==> config.mk <==
export PLATFORM = sky130hd
export DESIGN_NAME = shr_top
export DESIGN_NICKNAME = d
export VERILOG_FILES = /design/src/shr_pkg.sv /design/src/shr_top.sv
export VERILOG_INCLUDE_DIRS = /design/src
export SDC_FILE = /design/constraint.sdc
export NUM_CORES = 1
export LEC_CHECK = 0
export BUFFER_PORTS_ARGS = -buffer_cell sky130_fd_sc_hd__buf_2
export CAP_MARGIN = 20
export CORE_ASPECT_RATIO = 1.25
export CORE_UTILIZATION = 43
export DETAILED_ROUTE_END_ITERATION = 16
export PLACE_DENSITY = 0.8
export SYNTH_ARGS = -nofsm -noshare
export SYNTH_HDL_FRONTEND = slang
export SYNTH_SLANG_ARGS = --single-unit
==> constraint.sdc <==
create_clock -name clk -period 1.6 [get_ports clk]
set_input_delay 0.08 -clock clk [delete_from_list [all_inputs] [get_ports clk]]
set_output_delay 0.08 -clock clk [all_outputs]
set_load 0.05 [all_outputs]
==> src/shr_regs.svh <==
// hot reset sequencer: register offsets, fields, reset values and timing
`ifndef SHR_REGS_SVH
`define SHR_REGS_SVH
// register byte offsets
`define SHR_CTL_OFS 5'h00
`define SHR_STS_OFS 5'h04
`define SHR_BRIDGE_OFS 5'h08
`define SHR_GPIO_OFS 5'h0C
`define SHR_STATE_OFS 5'h10
// switch_control_reg fields
`define SHR_CTL_HR 0
`define SHR_CTL_LDD 1
`define SHR_CTL_EED 2
`define SHR_CTL_HALT 3
// smbus_status_reg fields
`define SHR_STS_DONE 0
`define SHR_STS_ERR_LSB 1
`define SHR_STS_ERR_MSB 3
// bridge_control_reg fields
`define SHR_BRIDGE_SBR 0
// gpio reset-pin control fields
`define SHR_GPIO_OE_LSB 0
`define SHR_GPIO_OE_MSB 3
`define SHR_GPIO_VAL_LSB 4
`define SHR_GPIO_VAL_MSB 7
// reset values
`define SHR_ZERO32 32'h0000_0000
`define SHR_GPIO_OE_RST 4'h0
`define SHR_GPIO_VAL_RST 4'hF
// downstream port count
`define SHR_NPORT 4
// operating mode that loads from serial eeprom
`define SHR_MODE_EE 3'h1
// timing: figures in ms, clock in kHz
`define SHR_CLK_KHZ 50000
`define SHR_TRAIN_MS 20
`define SHR_CRS_MS 100
`endif

==> src/shr_pkg.sv <==
// hot reset sequencer types
`default_nettype none
package shr_pkg;
    // sequencer states
    typedef enum logic [2:0] {
        SHR_IDLE,
        SHR_HOLD,
        SHR_QUASI,
        SHR_EELOAD,
        SHR_HALT
    } shr_state_t;
endpackage
`default_nettype wire

==> src/shr_top.sv <==
// hot reset sequencer with avalon-mm register slave
//
// What this block does
// - upstream hot reset ordered sets start reset
// - link down starts reset unless disabled
// - software hot reset bit starts reset
// - write completes before soft reset begins
// - linked downstream ports send hot reset
// - core logic reset, smbus and phy spared
// - non-sticky fields cleared, sticky ones kept
// - training starts, sequence continues without waiting
// - training active within 20 ms
// - quasi reset answers config with retry
// - eeprom load when mode needs, not disabled
// - eeprom retrain bit retrains that port
// - load error aborts, sets halt, logs error
// - done set on success or error
// - halt holds logic in reset, smbus spared
// - smbus reads zero, writes dropped in reset
// - port reset pins undriven after fundamental reset
// - secondary bus reset bit starts that reset
// - sampled mode decides eeprom need
//
// Added by the designer: the address map and the Avalon-MM interface to the registers.
`include "shr_regs.svh"
`default_nettype none
module shr_top #(
    // cycles allowed from reset clear to training
    parameter int unsigned TRAIN_CYC = `SHR_TRAIN_MS * `SHR_CLK_KHZ,
    // cycles allowed from reset clear to retry answers
    parameter int unsigned CRS_CYC = `SHR_CRS_MS * `SHR_CLK_KHZ
) (
    // clock and reset
    input wire logic clk,
    input wire logic reset,
    // avalon-mm slave (slave smbus register path)
    input wire logic [4:0] avs_address,
    input wire logic avs_read,
    input wire logic avs_write,
    input wire logic [31:0] avs_writedata,
    input wire logic [3:0] avs_byteenable,
    output logic [31:0] avs_readdata,
    output logic avs_waitrequest,
    // upstream link events
    input wire logic us_hot_reset_ts1,
    input wire logic us_dl_down,
    // downstream links
    input wire logic [`SHR_NPORT-1:0] ds_link_up,
    output logic [`SHR_NPORT-1:0] ds_hot_reset_ts1,
    output logic [`SHR_NPORT-1:0] ds_retrain,
    output logic link_train_start,
    // core reset controls
    input wire logic [2:0] switch_operating_mode,
    output logic core_reset,
    output logic stack_quasi_reset,
    output logic nonsticky_clear,
    output logic us_sec_bus_reset,
    output shr_pkg::shr_state_t seq_state,
    // configuration requests
    input wire logic cfg_req,
    output logic cfg_retry,
    // serial eeprom loader
    output logic ee_start,
    output logic ee_abort,
    input wire logic ee_done,
    input wire logic ee_error,
    input wire logic [2:0] ee_error_code,
    input wire logic ee_retrain_wr,
    input wire logic [`SHR_NPORT-1:0] ee_retrain_mask,
    // downstream port reset pins
    output logic [`SHR_NPORT-1:0] port_rst_n_o,
    output logic [`SHR_NPORT-1:0] port_rst_oe
);
    import shr_pkg::*;

    shr_state_t state_nxt; // next sequencer state
    logic [2:0] mode_r; // mode caught at fundamental reset
    logic ctl_ldd_r; // link-down trigger disable, sticky
    logic ctl_eed_r; // eeprom reload disable, sticky
    logic ctl_halt_r; // reset halt bit
    logic sw_pend_r; // soft hot reset request pulse
    logic sts_done_r; // eeprom load finished
    logic [2:0] sts_err_r; // eeprom error code
    logic [31:0] rd_mux; // read value before hold masking
    logic hr_cond; // any enabled trigger
    logic hold_now; // registers under hot reset
    logic enter_hold; // first cycle of a new hot reset
    logic acc_rd; // read taken this edge
    logic wr_ok; // write taken and not discarded
    logic pending_r; // waiting for training start
    logic [31:0] wait_cnt_r; // cycles since trigger cleared

    // address match, shared by read and write paths
    function automatic logic hit(input logic [4:0] a, input logic [4:0] ofs);
        hit = (a == ofs);
    endfunction
    // does this operating mode load from eeprom
    function automatic logic needs_ee(input logic [2:0] m);
        needs_ee = (m == `SHR_MODE_EE);
    endfunction
    // disable only masks the link-down trigger
    assign hr_cond = us_hot_reset_ts1 | (us_dl_down & ~ctl_ldd_r) | sw_pend_r;
    assign hold_now = (seq_state == SHR_HOLD);
    assign enter_hold = hr_cond & ~hold_now;
    assign acc_rd = avs_read & ~avs_waitrequest;
    // writes during hot reset are dropped
    assign wr_ok = avs_write & ~avs_waitrequest & avs_byteenable[0] & ~hold_now;

    // one wait cycle per access, then accept
    always_ff @(posedge clk) begin
        if (reset) begin
            avs_waitrequest <= 1'b1;
        end else begin
            avs_waitrequest <= ~((avs_read | avs_write) & avs_waitrequest);
        end
    end
    // read mux over the register map
    always_comb begin
        rd_mux = `SHR_ZERO32;
        if (hit(avs_address, `SHR_CTL_OFS)) begin
            rd_mux[`SHR_CTL_LDD] = ctl_ldd_r;
            rd_mux[`SHR_CTL_EED] = ctl_eed_r;
            rd_mux[`SHR_CTL_HALT] = ctl_halt_r;
        end else if (hit(avs_address, `SHR_STS_OFS)) begin
            rd_mux[`SHR_STS_DONE] = sts_done_r;
            rd_mux[`SHR_STS_ERR_MSB:`SHR_STS_ERR_LSB] = sts_err_r;
        end else if (hit(avs_address, `SHR_BRIDGE_OFS)) begin
            rd_mux[`SHR_BRIDGE_SBR] = us_sec_bus_reset;
        end else if (hit(avs_address, `SHR_GPIO_OFS)) begin
            rd_mux[`SHR_GPIO_OE_MSB:`SHR_GPIO_OE_LSB] = port_rst_oe;
            rd_mux[`SHR_GPIO_VAL_MSB:`SHR_GPIO_VAL_LSB] = port_rst_n_o;
        end else if (hit(avs_address, `SHR_STATE_OFS)) begin
            rd_mux[2:0] = seq_state;
        end
    end
    // read data latched during the wait cycle
    always_ff @(posedge clk) begin
        if (reset) begin
            avs_readdata <= `SHR_ZERO32;
        end else if (avs_read & avs_waitrequest) begin
            // registers in hot reset read as zero
            avs_readdata <= hold_now ? `SHR_ZERO32 : rd_mux;
        end
    end
    // operating mode caught while fundamental reset is held
    always_ff @(posedge clk) begin
        if (reset) begin
            mode_r <= switch_operating_mode;
        end
    end
    // sticky disables, untouched by hot reset
    always_ff @(posedge clk) begin
        if (reset) begin
            ctl_ldd_r <= 1'b0;
            ctl_eed_r <= 1'b0;
        end else if (wr_ok && hit(avs_address, `SHR_CTL_OFS)) begin
            ctl_ldd_r <= avs_writedata[`SHR_CTL_LDD];
            ctl_eed_r <= avs_writedata[`SHR_CTL_EED];
        end
    end
    // soft hot reset: pulse one cycle after the write completes
    always_ff @(posedge clk) begin
        if (reset) begin
            sw_pend_r <= 1'b0;
        end else begin
            // write already completed on this edge
            sw_pend_r <= wr_ok & hit(avs_address, `SHR_CTL_OFS) & avs_writedata[`SHR_CTL_HR];
        end
    end
    // halt bit: hardware sets, software may only clear
    always_ff @(posedge clk) begin
        if (reset) begin
            ctl_halt_r <= 1'b0;
        end else if (seq_state == SHR_EELOAD && ee_error) begin
            // load error sets halt, set wins
            ctl_halt_r <= 1'b1;
        end else if (enter_hold) begin
            ctl_halt_r <= 1'b0;
        end else if (wr_ok && hit(avs_address, `SHR_CTL_OFS) && !avs_writedata[`SHR_CTL_HALT]) begin
            ctl_halt_r <= 1'b0;
        end
    end
    // smbus status: done and error code
    always_ff @(posedge clk) begin
        if (reset) begin
            sts_done_r <= 1'b0;
            sts_err_r <= 3'h0;
        end else if (seq_state == SHR_EELOAD && (ee_done || ee_error)) begin
            // done on success or on error
            sts_done_r <= 1'b1;
            if (ee_error) begin
                sts_err_r <= ee_error_code;
            end
        end else if (enter_hold) begin
            sts_done_r <= 1'b0;
            sts_err_r <= 3'h0;
        end else if (wr_ok && hit(avs_address, `SHR_STS_OFS) && avs_writedata[`SHR_STS_DONE]) begin
            sts_done_r <= 1'b0;
        end
    end
    // upstream secondary bus reset bit, non-sticky
    always_ff @(posedge clk) begin
        if (reset) begin
            us_sec_bus_reset <= 1'b0;
        end else if (enter_hold) begin
            us_sec_bus_reset <= 1'b0;
        end else if (wr_ok && hit(avs_address, `SHR_BRIDGE_OFS)) begin
            // bit drives the bus reset out
            us_sec_bus_reset <= avs_writedata[`SHR_BRIDGE_SBR];
        end
    end
    // port reset pins; kept through hot reset like unlocked fields
    always_ff @(posedge clk) begin
        if (reset) begin
            // pins float until software enables them
            port_rst_oe <= `SHR_GPIO_OE_RST;
            port_rst_n_o <= `SHR_GPIO_VAL_RST;
        end else if (wr_ok && hit(avs_address, `SHR_GPIO_OFS)) begin
            port_rst_oe <= avs_writedata[`SHR_GPIO_OE_MSB:`SHR_GPIO_OE_LSB];
            port_rst_n_o <= avs_writedata[`SHR_GPIO_VAL_MSB:`SHR_GPIO_VAL_LSB];
        end
    end
    // sequencer next state
    always_comb begin
        state_nxt = seq_state;
        case (seq_state)
            SHR_IDLE: begin
                state_nxt = SHR_IDLE;
            end
            // leave hold only once all triggers gone
            SHR_HOLD: begin
                state_nxt = SHR_QUASI;
            end
            // load only if mode needs it, not disabled
            SHR_QUASI: begin
                state_nxt = (needs_ee(mode_r) && !ctl_eed_r) ? SHR_EELOAD : SHR_IDLE;
            end
            SHR_EELOAD: begin
                if (ee_error) begin
                    state_nxt = SHR_HALT;
                end else if (ee_done) begin
                    state_nxt = SHR_IDLE;
                end
            end
            SHR_HALT: begin
                if (!ctl_halt_r) begin
                    state_nxt = SHR_IDLE;
                end
            end
            default: begin
                state_nxt = SHR_IDLE;
            end
        endcase
        if (hr_cond) begin
            state_nxt = SHR_HOLD;
        end
    end
    // state and reset outputs
    always_ff @(posedge clk) begin
        if (reset) begin
            seq_state <= SHR_IDLE;
            core_reset <= 1'b0;
            stack_quasi_reset <= 1'b0;
            nonsticky_clear <= 1'b0;
        end else begin
            seq_state <= state_nxt;
            // core logic reset in hold; phy and smbus outside it
            core_reset <= (state_nxt == SHR_HOLD) || (state_nxt == SHR_HALT);
            stack_quasi_reset <= (state_nxt == SHR_QUASI) || (state_nxt == SHR_EELOAD)
                || (state_nxt == SHR_HALT);
            // one pulse clears non-sticky fields elsewhere
            nonsticky_clear <= enter_hold;
        end
    end
    // link side pulses and levels
    always_ff @(posedge clk) begin
        if (reset) begin
            ds_hot_reset_ts1 <= '0;
            link_train_start <= 1'b0;
            ds_retrain <= '0;
        end else begin
            // only ports with link up propagate
            ds_hot_reset_ts1 <= hr_cond ? ds_link_up : '0;
            // training starts as the hold ends; no wait after
            link_train_start <= hold_now & ~hr_cond;
            // eeprom retrain writes go to the ports
            ds_retrain <= (seq_state == SHR_EELOAD && ee_retrain_wr) ? ee_retrain_mask : '0;
        end
    end

    // eeprom loader control and config retries
    always_ff @(posedge clk) begin
        if (reset) begin
            ee_start <= 1'b0;
            ee_abort <= 1'b0;
            cfg_retry <= 1'b0;
        end else begin
            ee_start <= (seq_state == SHR_QUASI) && (state_nxt == SHR_EELOAD);
            ee_abort <= (seq_state == SHR_EELOAD) && ee_error && !hr_cond;
            // config requests get retry in quasi reset
            cfg_retry <= cfg_req & stack_quasi_reset;
        end
    end

    // helper: cycles from hold exit until training starts
    always_ff @(posedge clk) begin
        if (reset || hold_now || !pending_r) begin
            wait_cnt_r <= `SHR_ZERO32;
        end else if (wait_cnt_r != 32'hFFFF_FFFF) begin
            wait_cnt_r <= wait_cnt_r + 32'h0000_0001;
        end
    end

    // helper: armed by a hot reset, cleared by training start
    always_ff @(posedge clk) begin
        if (reset || link_train_start) begin
            pending_r <= 1'b0;
        end else if (hold_now) begin
            pending_r <= 1'b1;
        end
    end
endmodule
`default_nettype wire

==> results of run 1 <==
[worst paths after layout]
path	endpoint
worst max-delay path	port_rst_n_o[3]$_SDFFE_PP1P_
worst min-delay path	sts_err_r[0]$_SDFFE_PP0P_
worst max register to register	port_rst_n_o[3]$_SDFFE_PP1P_
worst min register to register	avs_readdata[3]$_SDFFE_PP0P_
[cell usage after synthesis, types with 2 or more instances]
master	count	area, um2
nand2_1	11	41.29
nor4_4	2	42.54
a22o_1	8	70.07
nor3b_1	3	22.52
or2_2	2	12.51
o21ai_0	5	25.02
nor3_1	8	40.04
nor2_1	16	60.06
buf_4	24	180.2
inv_1	6	22.52
nor4_1	4	25.02
buf_6	2	22.52
o41ai_1	2	17.52
nand3_1	2	10.01
and3_1	10	62.56
a221oi_1	2	17.52
nand2b_1	5	31.28
nor2b_1	4	25.02
clkbuf_8	2	27.53
mux2i_1	7	70.07
a21oi_1	8	40.04
dfxtp_1	44	880.8
edfxtp_1	3	90.09
and2_1	6	37.54
a31o_2	2	17.52
a31oi_1	3	18.77
[worst register-to-register path: cells and delay by family (launching register included)]
kind / cells / cell delay (ns)
AO/OA/AOI/OAI: 1 / 0.12
buffers and inverters: 2 / 0.34
flip-flops: 1 / 0.34
AND/OR/NAND/NOR: 3 / 0.66
[power groups by stage]
stage | registers (W) | logic, W | clock network (W)
floorplan | 0.00130 | 0.000266 | 0
global placement | 0.00124 | 0.000380 | 0
detailed placement | 0.00124 | 0.000383 | 0
CTS | 0.00121 | 0.000404 | 0.000971
global route | 0.00122 | 0.000432 | 0.00102
finish | 0.00121 | 0.000405 | 0.000948
[flip-flops by register name, summed over array words and instances (netlist names), 3 cells and up]
register / cells
sts_err_r: 3
port_rst_n_o: 4
port_rst_oe: 4
avs_readdata: 8
mode_r: 3
ds_retrain: 4
seq_state: 3
ds_hot_reset_ts1: 4
[through the flow]
step	worst slack, ns	cell area (um2)	hold slack, ns	power [W]	TNS, ns
global route	0.006557	2716	0.008493	0.002670	0
detailed placement	-0.03603	2489	0.2611	0.001626	-0.1261
global placement	-0.02536	2489	0.2579	0.001621	-0.1173
CTS	0.08470	2716	0.001445	0.002590	0
floorplan	0.01971	2155	0.1728	0.001565	0
finish	0.08624	2716	0.004281	0.002567	0
[layout by cell type, fill, tap and decap left out, types with 2 or more instances in the layout]
cell type	Yosys	layout
and3_1	10	10
dlygate4sd3_1	0	10
a22o_1	8	8
clkbuf_8	2	5
or2_2	2	2
dfxtp_2	0	3
edfxtp_1	3	3
o21ai_0	5	5
buf_4	24	20
a31o_2	2	2
a221oi_1	2	2
nand2_1	11	11
a21oi_1	8	8
inv_1	6	6
and2_1	6	6
buf_2	1	73
nor2b_1	4	4
mux2i_1	7	7
nor3b_1	3	3
conb_1	1	24
nor2_1	16	16
a31oi_1	3	3
nor4_1	4	4
o41ai_1	2	2
nand2b_1	5	5
nand3_1	2	2
dfxtp_1	44	40
nor4_4	2	2
nor3_1	8	8
[cell families (layout without fill, tap and decap cells)]
logic type             count (synthesis)  in the layout  synth area share (%)
and+or+nand+nor                       78             78                 22.43
DFF                                   47             47                 47.17
muxes                                  7              7                 3.404
other                                  1             24                0.1822
AOI/OAI and AO/OA                     38             38                 13.50
buffers and inverters                 37            117                 13.31
[metal layers]
metal | up-vias | global-route usage (%)
met4 | 0 | 9.773
met1 | 794 | 24.78
met3 | 7 | 4.310
met2 | 60 | 32.23
li1 | 894 | -
met5 | - | 0
[layout make-up]
type	instances	area (um2)
multi-input cells	147	899.6
clock inverters	1	30.03
inverters	6	22.52
flip-flops and latches	47	978.4
clock buffers	7	97.59
fillers	413	1777
repair buffers	103	615.6
well taps	58	72.57
[what timing repair did]
item / CTS / global route
gates resized for setup: 0 / 0
hold buffers: 10 / 0
endpoints found under the hold margin: 9 / 0
==> results.py, run 1 <==
metrics = {
    "run_status": {
        "status": "completed",
    },
    "clock_network": {
        "cts_tree": "built",
        "clockBufferDepth": 2,
        "clk_pin_slew_ns": 0.08,
        "cts_buffers": 5,
        "cts_setup_buffers": 0,
        "cts_sinks": 47,
        "cts_root_buf": "clkbuf_8",
        "clk_latency_ns": 0.30,
        "cts.htree.levels": 2,
    },
    "cells_and_area": {
        "drive_above_1_share_pct": 36.33,
        "area_delta_synth_final_pct": 31.98,
        "final_cells": 369,
        "fin_nets": 375,
        "fin_util_pct": 60.46,
        "antennaDiodeCount": 0,
    },
    "drt": {
        "routedWlPerCell_um": 12.70,
        "wl_met1_um": 2109,
        "viasPerCell": 4.756,
        "ant_nets": 0,
        "finalWirelength_um": 4685,
        "wl_met3_um": 238,
        "dr.max_layer_used": "met4",
        "vias": 1755,
        "wl_met2_um": 2217,
        "dr.pass1.iters": 4,
        "post-route-drc-count": 0,
        "drtIter0Drc": 93,
    },
    "floorplanning": {
        "dieHeight_um": 79.35,
        "die-area_mm2": 0.005069,
        "die_w_um": 63.88,
        "core_area_mm2": 0.004493,
        "initial_core_util_pct": 45.81,
        "placementRows": 27,
        "num_io_pins": 125,
    },
    "worst_setup_path": {
        "path_max_fanout": 8,
        "end_kind": "flip-flop",
        "crit_family": "simple AND/OR/NAND/NOR gates",
        "r2r_cells": 6,
        "cp.required_ns": 1.83,
        "setup.worst_path.start": "avs_waitrequest$_SDFF_PP1_",
        "crit_slowest_cell": "nand3b_1",
        "crit_top_cell": "buf_4",
        "path_depth": 6,
        "rrSetupSlack_ns": 0.09,
        "slowest_delay_ns": 0.35,
        "r2r-start": "avs_waitrequest$_SDFF_PP1_",
        "start_kind": "flip-flop",
        "critical_path_class": "flip-flop to flip-flop",
        "worstPathArrival_ns": 1.75,
        "path_cells": "nand3b_1, nor4_4, buf_4, buf_4, nor3_1, a21oi_1",
        "critical_path_buf_inv_count": 2,
    },
    "yosys": {
        "synthArstFlopShare_pct": 0,
        "synth_seq_area_share_pct": 47.17,
        "synthCells": 208,
        "synth_edf_count": 3,
        "avgSynthCellArea_um2": 9.895,
        "synthDistinctLibCells": 43,
        "ys_warn_count": 0,
        "synth_area_mm2": 0.002058,
        "ys_seq_elements": 47,
        "synth_ff_type": "dfxtp_1",
    },
    "timing": {
        "fin_worst_skew_ns": 0.005768,
        "fin_crit_sh_pct": 94.61,
        "fmax_mhz": 660.6,
        "setup_viol": 0,
        "hold_viol_final": 0,
        "slew_violations": 0,
        "rsz0062_at_grt": "false",
        "period_needed_ns": 1.514,
    },
    "grt": {
        "grt_start_max_net_pins": 23,
        "grt_pass1_vias": 1604,
        "grt_pass1_wl_um": 7610,
        "grt_remaining_overflow": 0,
        "antenna_found_initial": 0,
        "grt_util_all_layers_pct": 19.90,
    },
    "pwr": {
        "vdd_drop_max_v": 0.0005936,
        "switching_share_pct": 26.72,
        "seqPwrFrac_pct": 47.3,
        "p_leak_nw": 1.286,
        "clock_power_share_pct": 36.9,
        "p_int_w": 0.001881,
        "combinationalPowerShare_pct": 15.8,
        "p_switching_w": 0.0006858,
        "p_per_area_mw_per_mm2": 944.9,
    },
    "hold_path": {
        "hold_depth": 2,
        "hold_class": "input port to flip-flop",
        "worstHoldStart": "ee_error_code[0]",
    },
    "placement": {
        "dp_hpwl_um": 3617,
        "place_inst": 351,
        "place.port_buffers": 73,
        "gp_congestion": 0.8638,
    },
    "run": {
        "drv_cap": 0,
    },
}
(Power assumes the default switching activity.)
==> run 2, diff against run 1 <==
--- a/config.mk
+++ b/config.mk
@@ -8,10 +8,10 @@
 export LEC_CHECK = 0
 export BUFFER_PORTS_ARGS = -buffer_cell sky130_fd_sc_hd__buf_2
 export CAP_MARGIN = 20
-export CORE_ASPECT_RATIO = 1.25
-export CORE_UTILIZATION = 43
+export CORE_UTILIZATION = 46
 export DETAILED_ROUTE_END_ITERATION = 16
-export PLACE_DENSITY = 0.8
+export PLACE_DENSITY = 0.85
+export SKIP_LAST_GASP = 1
 export SYNTH_ARGS = -nofsm -noshare
 export SYNTH_HDL_FRONTEND = slang
 export SYNTH_SLANG_ARGS = --single-unit
==> constraint.sdc (replaced) <==
create_clock -name clk -period 1.8 [get_ports clk]
set_input_delay 0.09 -clock clk [delete_from_list [all_inputs] [get_ports clk]]
set_output_delay 0.09 -clock clk [all_outputs]
set_load 0.05 [all_outputs]
==> results.py, run 2 (synthesis gave the netlist of run 1 again) <==
metrics = {
    "cells_and_area": {
        "layout_common_cells": "buf_2 (73), dfxtp_1 (41), conb_1 (24)",
        "final_common_cell": "buf_2",
        "area_delta_synth_final_pct": 24.92,
        "largest_register_ffs": 8,
        "largest-register": "avs_readdata",
        "fin_nets": 361,
        "antennaDiodeCount": 0,
        "final.fill_count": 369,
        "drive_above_1_share_pct": 33.00,
    },
    "clock_network": {
        "cts_setup_buffers": 0,
        "clk_pin_slew_ns": 0.09,
        "cts_resized": 0,
        "clk_latency_ns": 0.30,
        "cts.htree.levels": 2,
        "cts_tree": "built",
        "clockBufferDepth": 2,
        "cts_sinks": 47,
        "cts_buffers": 5,
        "cts_root_buf": "clkbuf_8",
    },
    "hold_path": {
        "worstHoldStart": "ee_error_code[0]",
        "hold_depth": 2,
        "hold_class": "input port to flip-flop",
        "min_to": "sts_err_r[0]$_SDFFE_PP0P_",
    },
    "timing": {
        "hold_viol_final": 0,
        "hold_slack_ns": 0.005630,
        "rsz0062_at_grt": "false",
        "setup_viol": 0,
        "fmax_mhz": 620.7,
        "max_slew_margin_pct": 63.54,
        "fin_worst_skew_ns": 0.01135,
        "max_slew.worst_pin.slew_ns": 0.5428,
        "slew_violations": 0,
        "fin_tns_setup_ns": 0,
        "fin_crit_sh_pct": 89.51,
        "period_needed_ns": 1.611,
    },
    "drt": {
        "viasPerCell": 4.925,
        "ant_nets": 0,
        "dr.pass1.iters": 4,
        "finalWirelength_um": 4502,
        "post-route-drc-count": 0,
        "vias": 1709,
        "drtIter0Drc": 55,
        "routedWlPerCell_um": 12.97,
    },
    "worst_setup_path": {
        "path_max_fanout": 9,
        "end_kind": "flip-flop",
        "crit_slowest_cell": "nor3_1",
        "r2r_cells": 4,
        "slowest_delay_ns": 0.52,
        "start_kind": "flip-flop",
        "r2r-start": "seq_state[2]$_SDFF_PP0_",
        "crit_family": "simple AND/OR/NAND/NOR gates",
        "path_cells": "or3b_2, nand3_1, nor3_1, a22o_1",
        "critical_path_class": "flip-flop to flip-flop",
        "timing.rr.end": "avs_readdata[6]$_SDFFE_PP0P_",
        "rrSetupSlack_ns": 0.19,
        "critical_path_buf_inv_count": 0,
        "cp.required_ns": 2.04,
        "worstPathArrival_ns": 1.85,
    },
    "grt": {
        "top_usage_layer": "met2",
        "grt_use_met2_pct": 33.01,
        "grt_remaining_overflow": 0,
        "grt_start_max_net_pins": 17,
        "met3_usage_pct": 6.250,
        "met1_usage_pct": 24.57,
        "grt_util_all_layers_pct": 20.37,
        "antenna_found_initial": 0,
        "grt_pass1_vias": 1544,
        "grt_pass1_wl_um": 6927,
    },
    "pwr": {
        "vdd_drop_max_v": 0.0005914,
        "p_per_area_mw_per_mm2": 811.9,
        "p_leak_nw": 1.199,
    },
    "floorplanning": {
        "core_area_mm2": 0.004144,
        "num_io_pins": 125,
        "initial_core_util_pct": 49.67,
        "placementRows": 23,
        "die_w_um": 68.89,
        "die-area_mm2": 0.004746,
        "dieHeight_um": 68.89,
    },
    "run_status": {
        "status": "completed",
    },
    "placement": {
        "gp_congestion": 0.9025,
        "dp_hpwl_um": 3353,
        "place.port_buffers": 73,
    },
    "run": {
        "drv_cap": 0,
    },
}
## run 2: cell count changes in the layout (fill, tap and decap cells not counted), sizes merged
cell / change
buf: -15
clkinvlp: +1
bufinv: -1
clkinv: +1
dlygate4sd3: +1
clkbuf: -1
## run 2: worst reg2reg max path, cell delays in order (launching register included)
cell	delay [ns]
dfxtp_2	0.46
or3b_2	0.18
nand3_1	0.19
nor3_1	0.52
a22o_1	0.21
## run 2: worst max-delay path by stage
stage / slack, ns / depth (start not counted) / start / to
after floorplan: 0.11 / 5 / seq_state[0]$_SDFF_PP0_ / avs_readdata[4]$_SDFFE_PP0P_
after global placement: 0.15 / 6 / avs_address[1] / port_rst_n_o[2]$_SDFFE_PP1P_
after detailed placement: 0.12 / 6 / avs_address[1] / port_rst_n_o[2]$_SDFFE_PP1P_
after CTS: 0.19 / 4 / seq_state[1]$_SDFF_PP0_ / avs_readdata[6]$_SDFFE_PP0P_
after global routing: 0.07 / 4 / seq_state[1]$_SDFF_PP0_ / avs_readdata[6]$_SDFFE_PP0P_
final: 0.19 / 4 / seq_state[2]$_SDFF_PP0_ / avs_readdata[6]$_SDFFE_PP0P_
## run 2: layout make-up
cell class              count  area (um2)  share of cell area (%)
well taps                  50       62.56                   2.433
inverters                   6       22.52                  0.8759
clock inverters             2       16.27                  0.6326
repair buffers             89       513.0                   19.95
clock buffers               6       82.58                   3.212
multi-input cells         147       899.6                   34.99
flip-flops and latches     47       974.7                   37.91
## run 2: per-stage QoR
stage,area (um2),power [W],instances,utilization (%),setup slack [ns]
floorplan,2148,0.001390,231,-,0.1071
global placement,2362,0.001425,328,57.00,0.1538
detailed placement,2362,0.001427,328,57.00,0.1200
CTS,2561,0.002101,346,61.81,0.1929
global route,2571,0.002176,347,62.05,0.06932
finish,2571,0.002088,347,62.05,0.1888
## run 2: report_power, final
part           internal, W  leakage, nW  switching (W)
registers          0.00107        0.387     0.00000800
logic            0.0000917        0.764       0.000252
clock network     0.000313       0.0474       0.000351
total              0.00148         1.20       0.000612
## run 2: metal layers
layer	vias up	wire, um
met3	6	281
met1	777	1884
met2	57	2260
li1	869	-
met5	-	0
met4	0	77
## run 2: what timing repair did
action,in CTS,in global routing
setup endpoints to repair,0,0
hold buffers,10,1
endpoints found under the hold margin,9,1
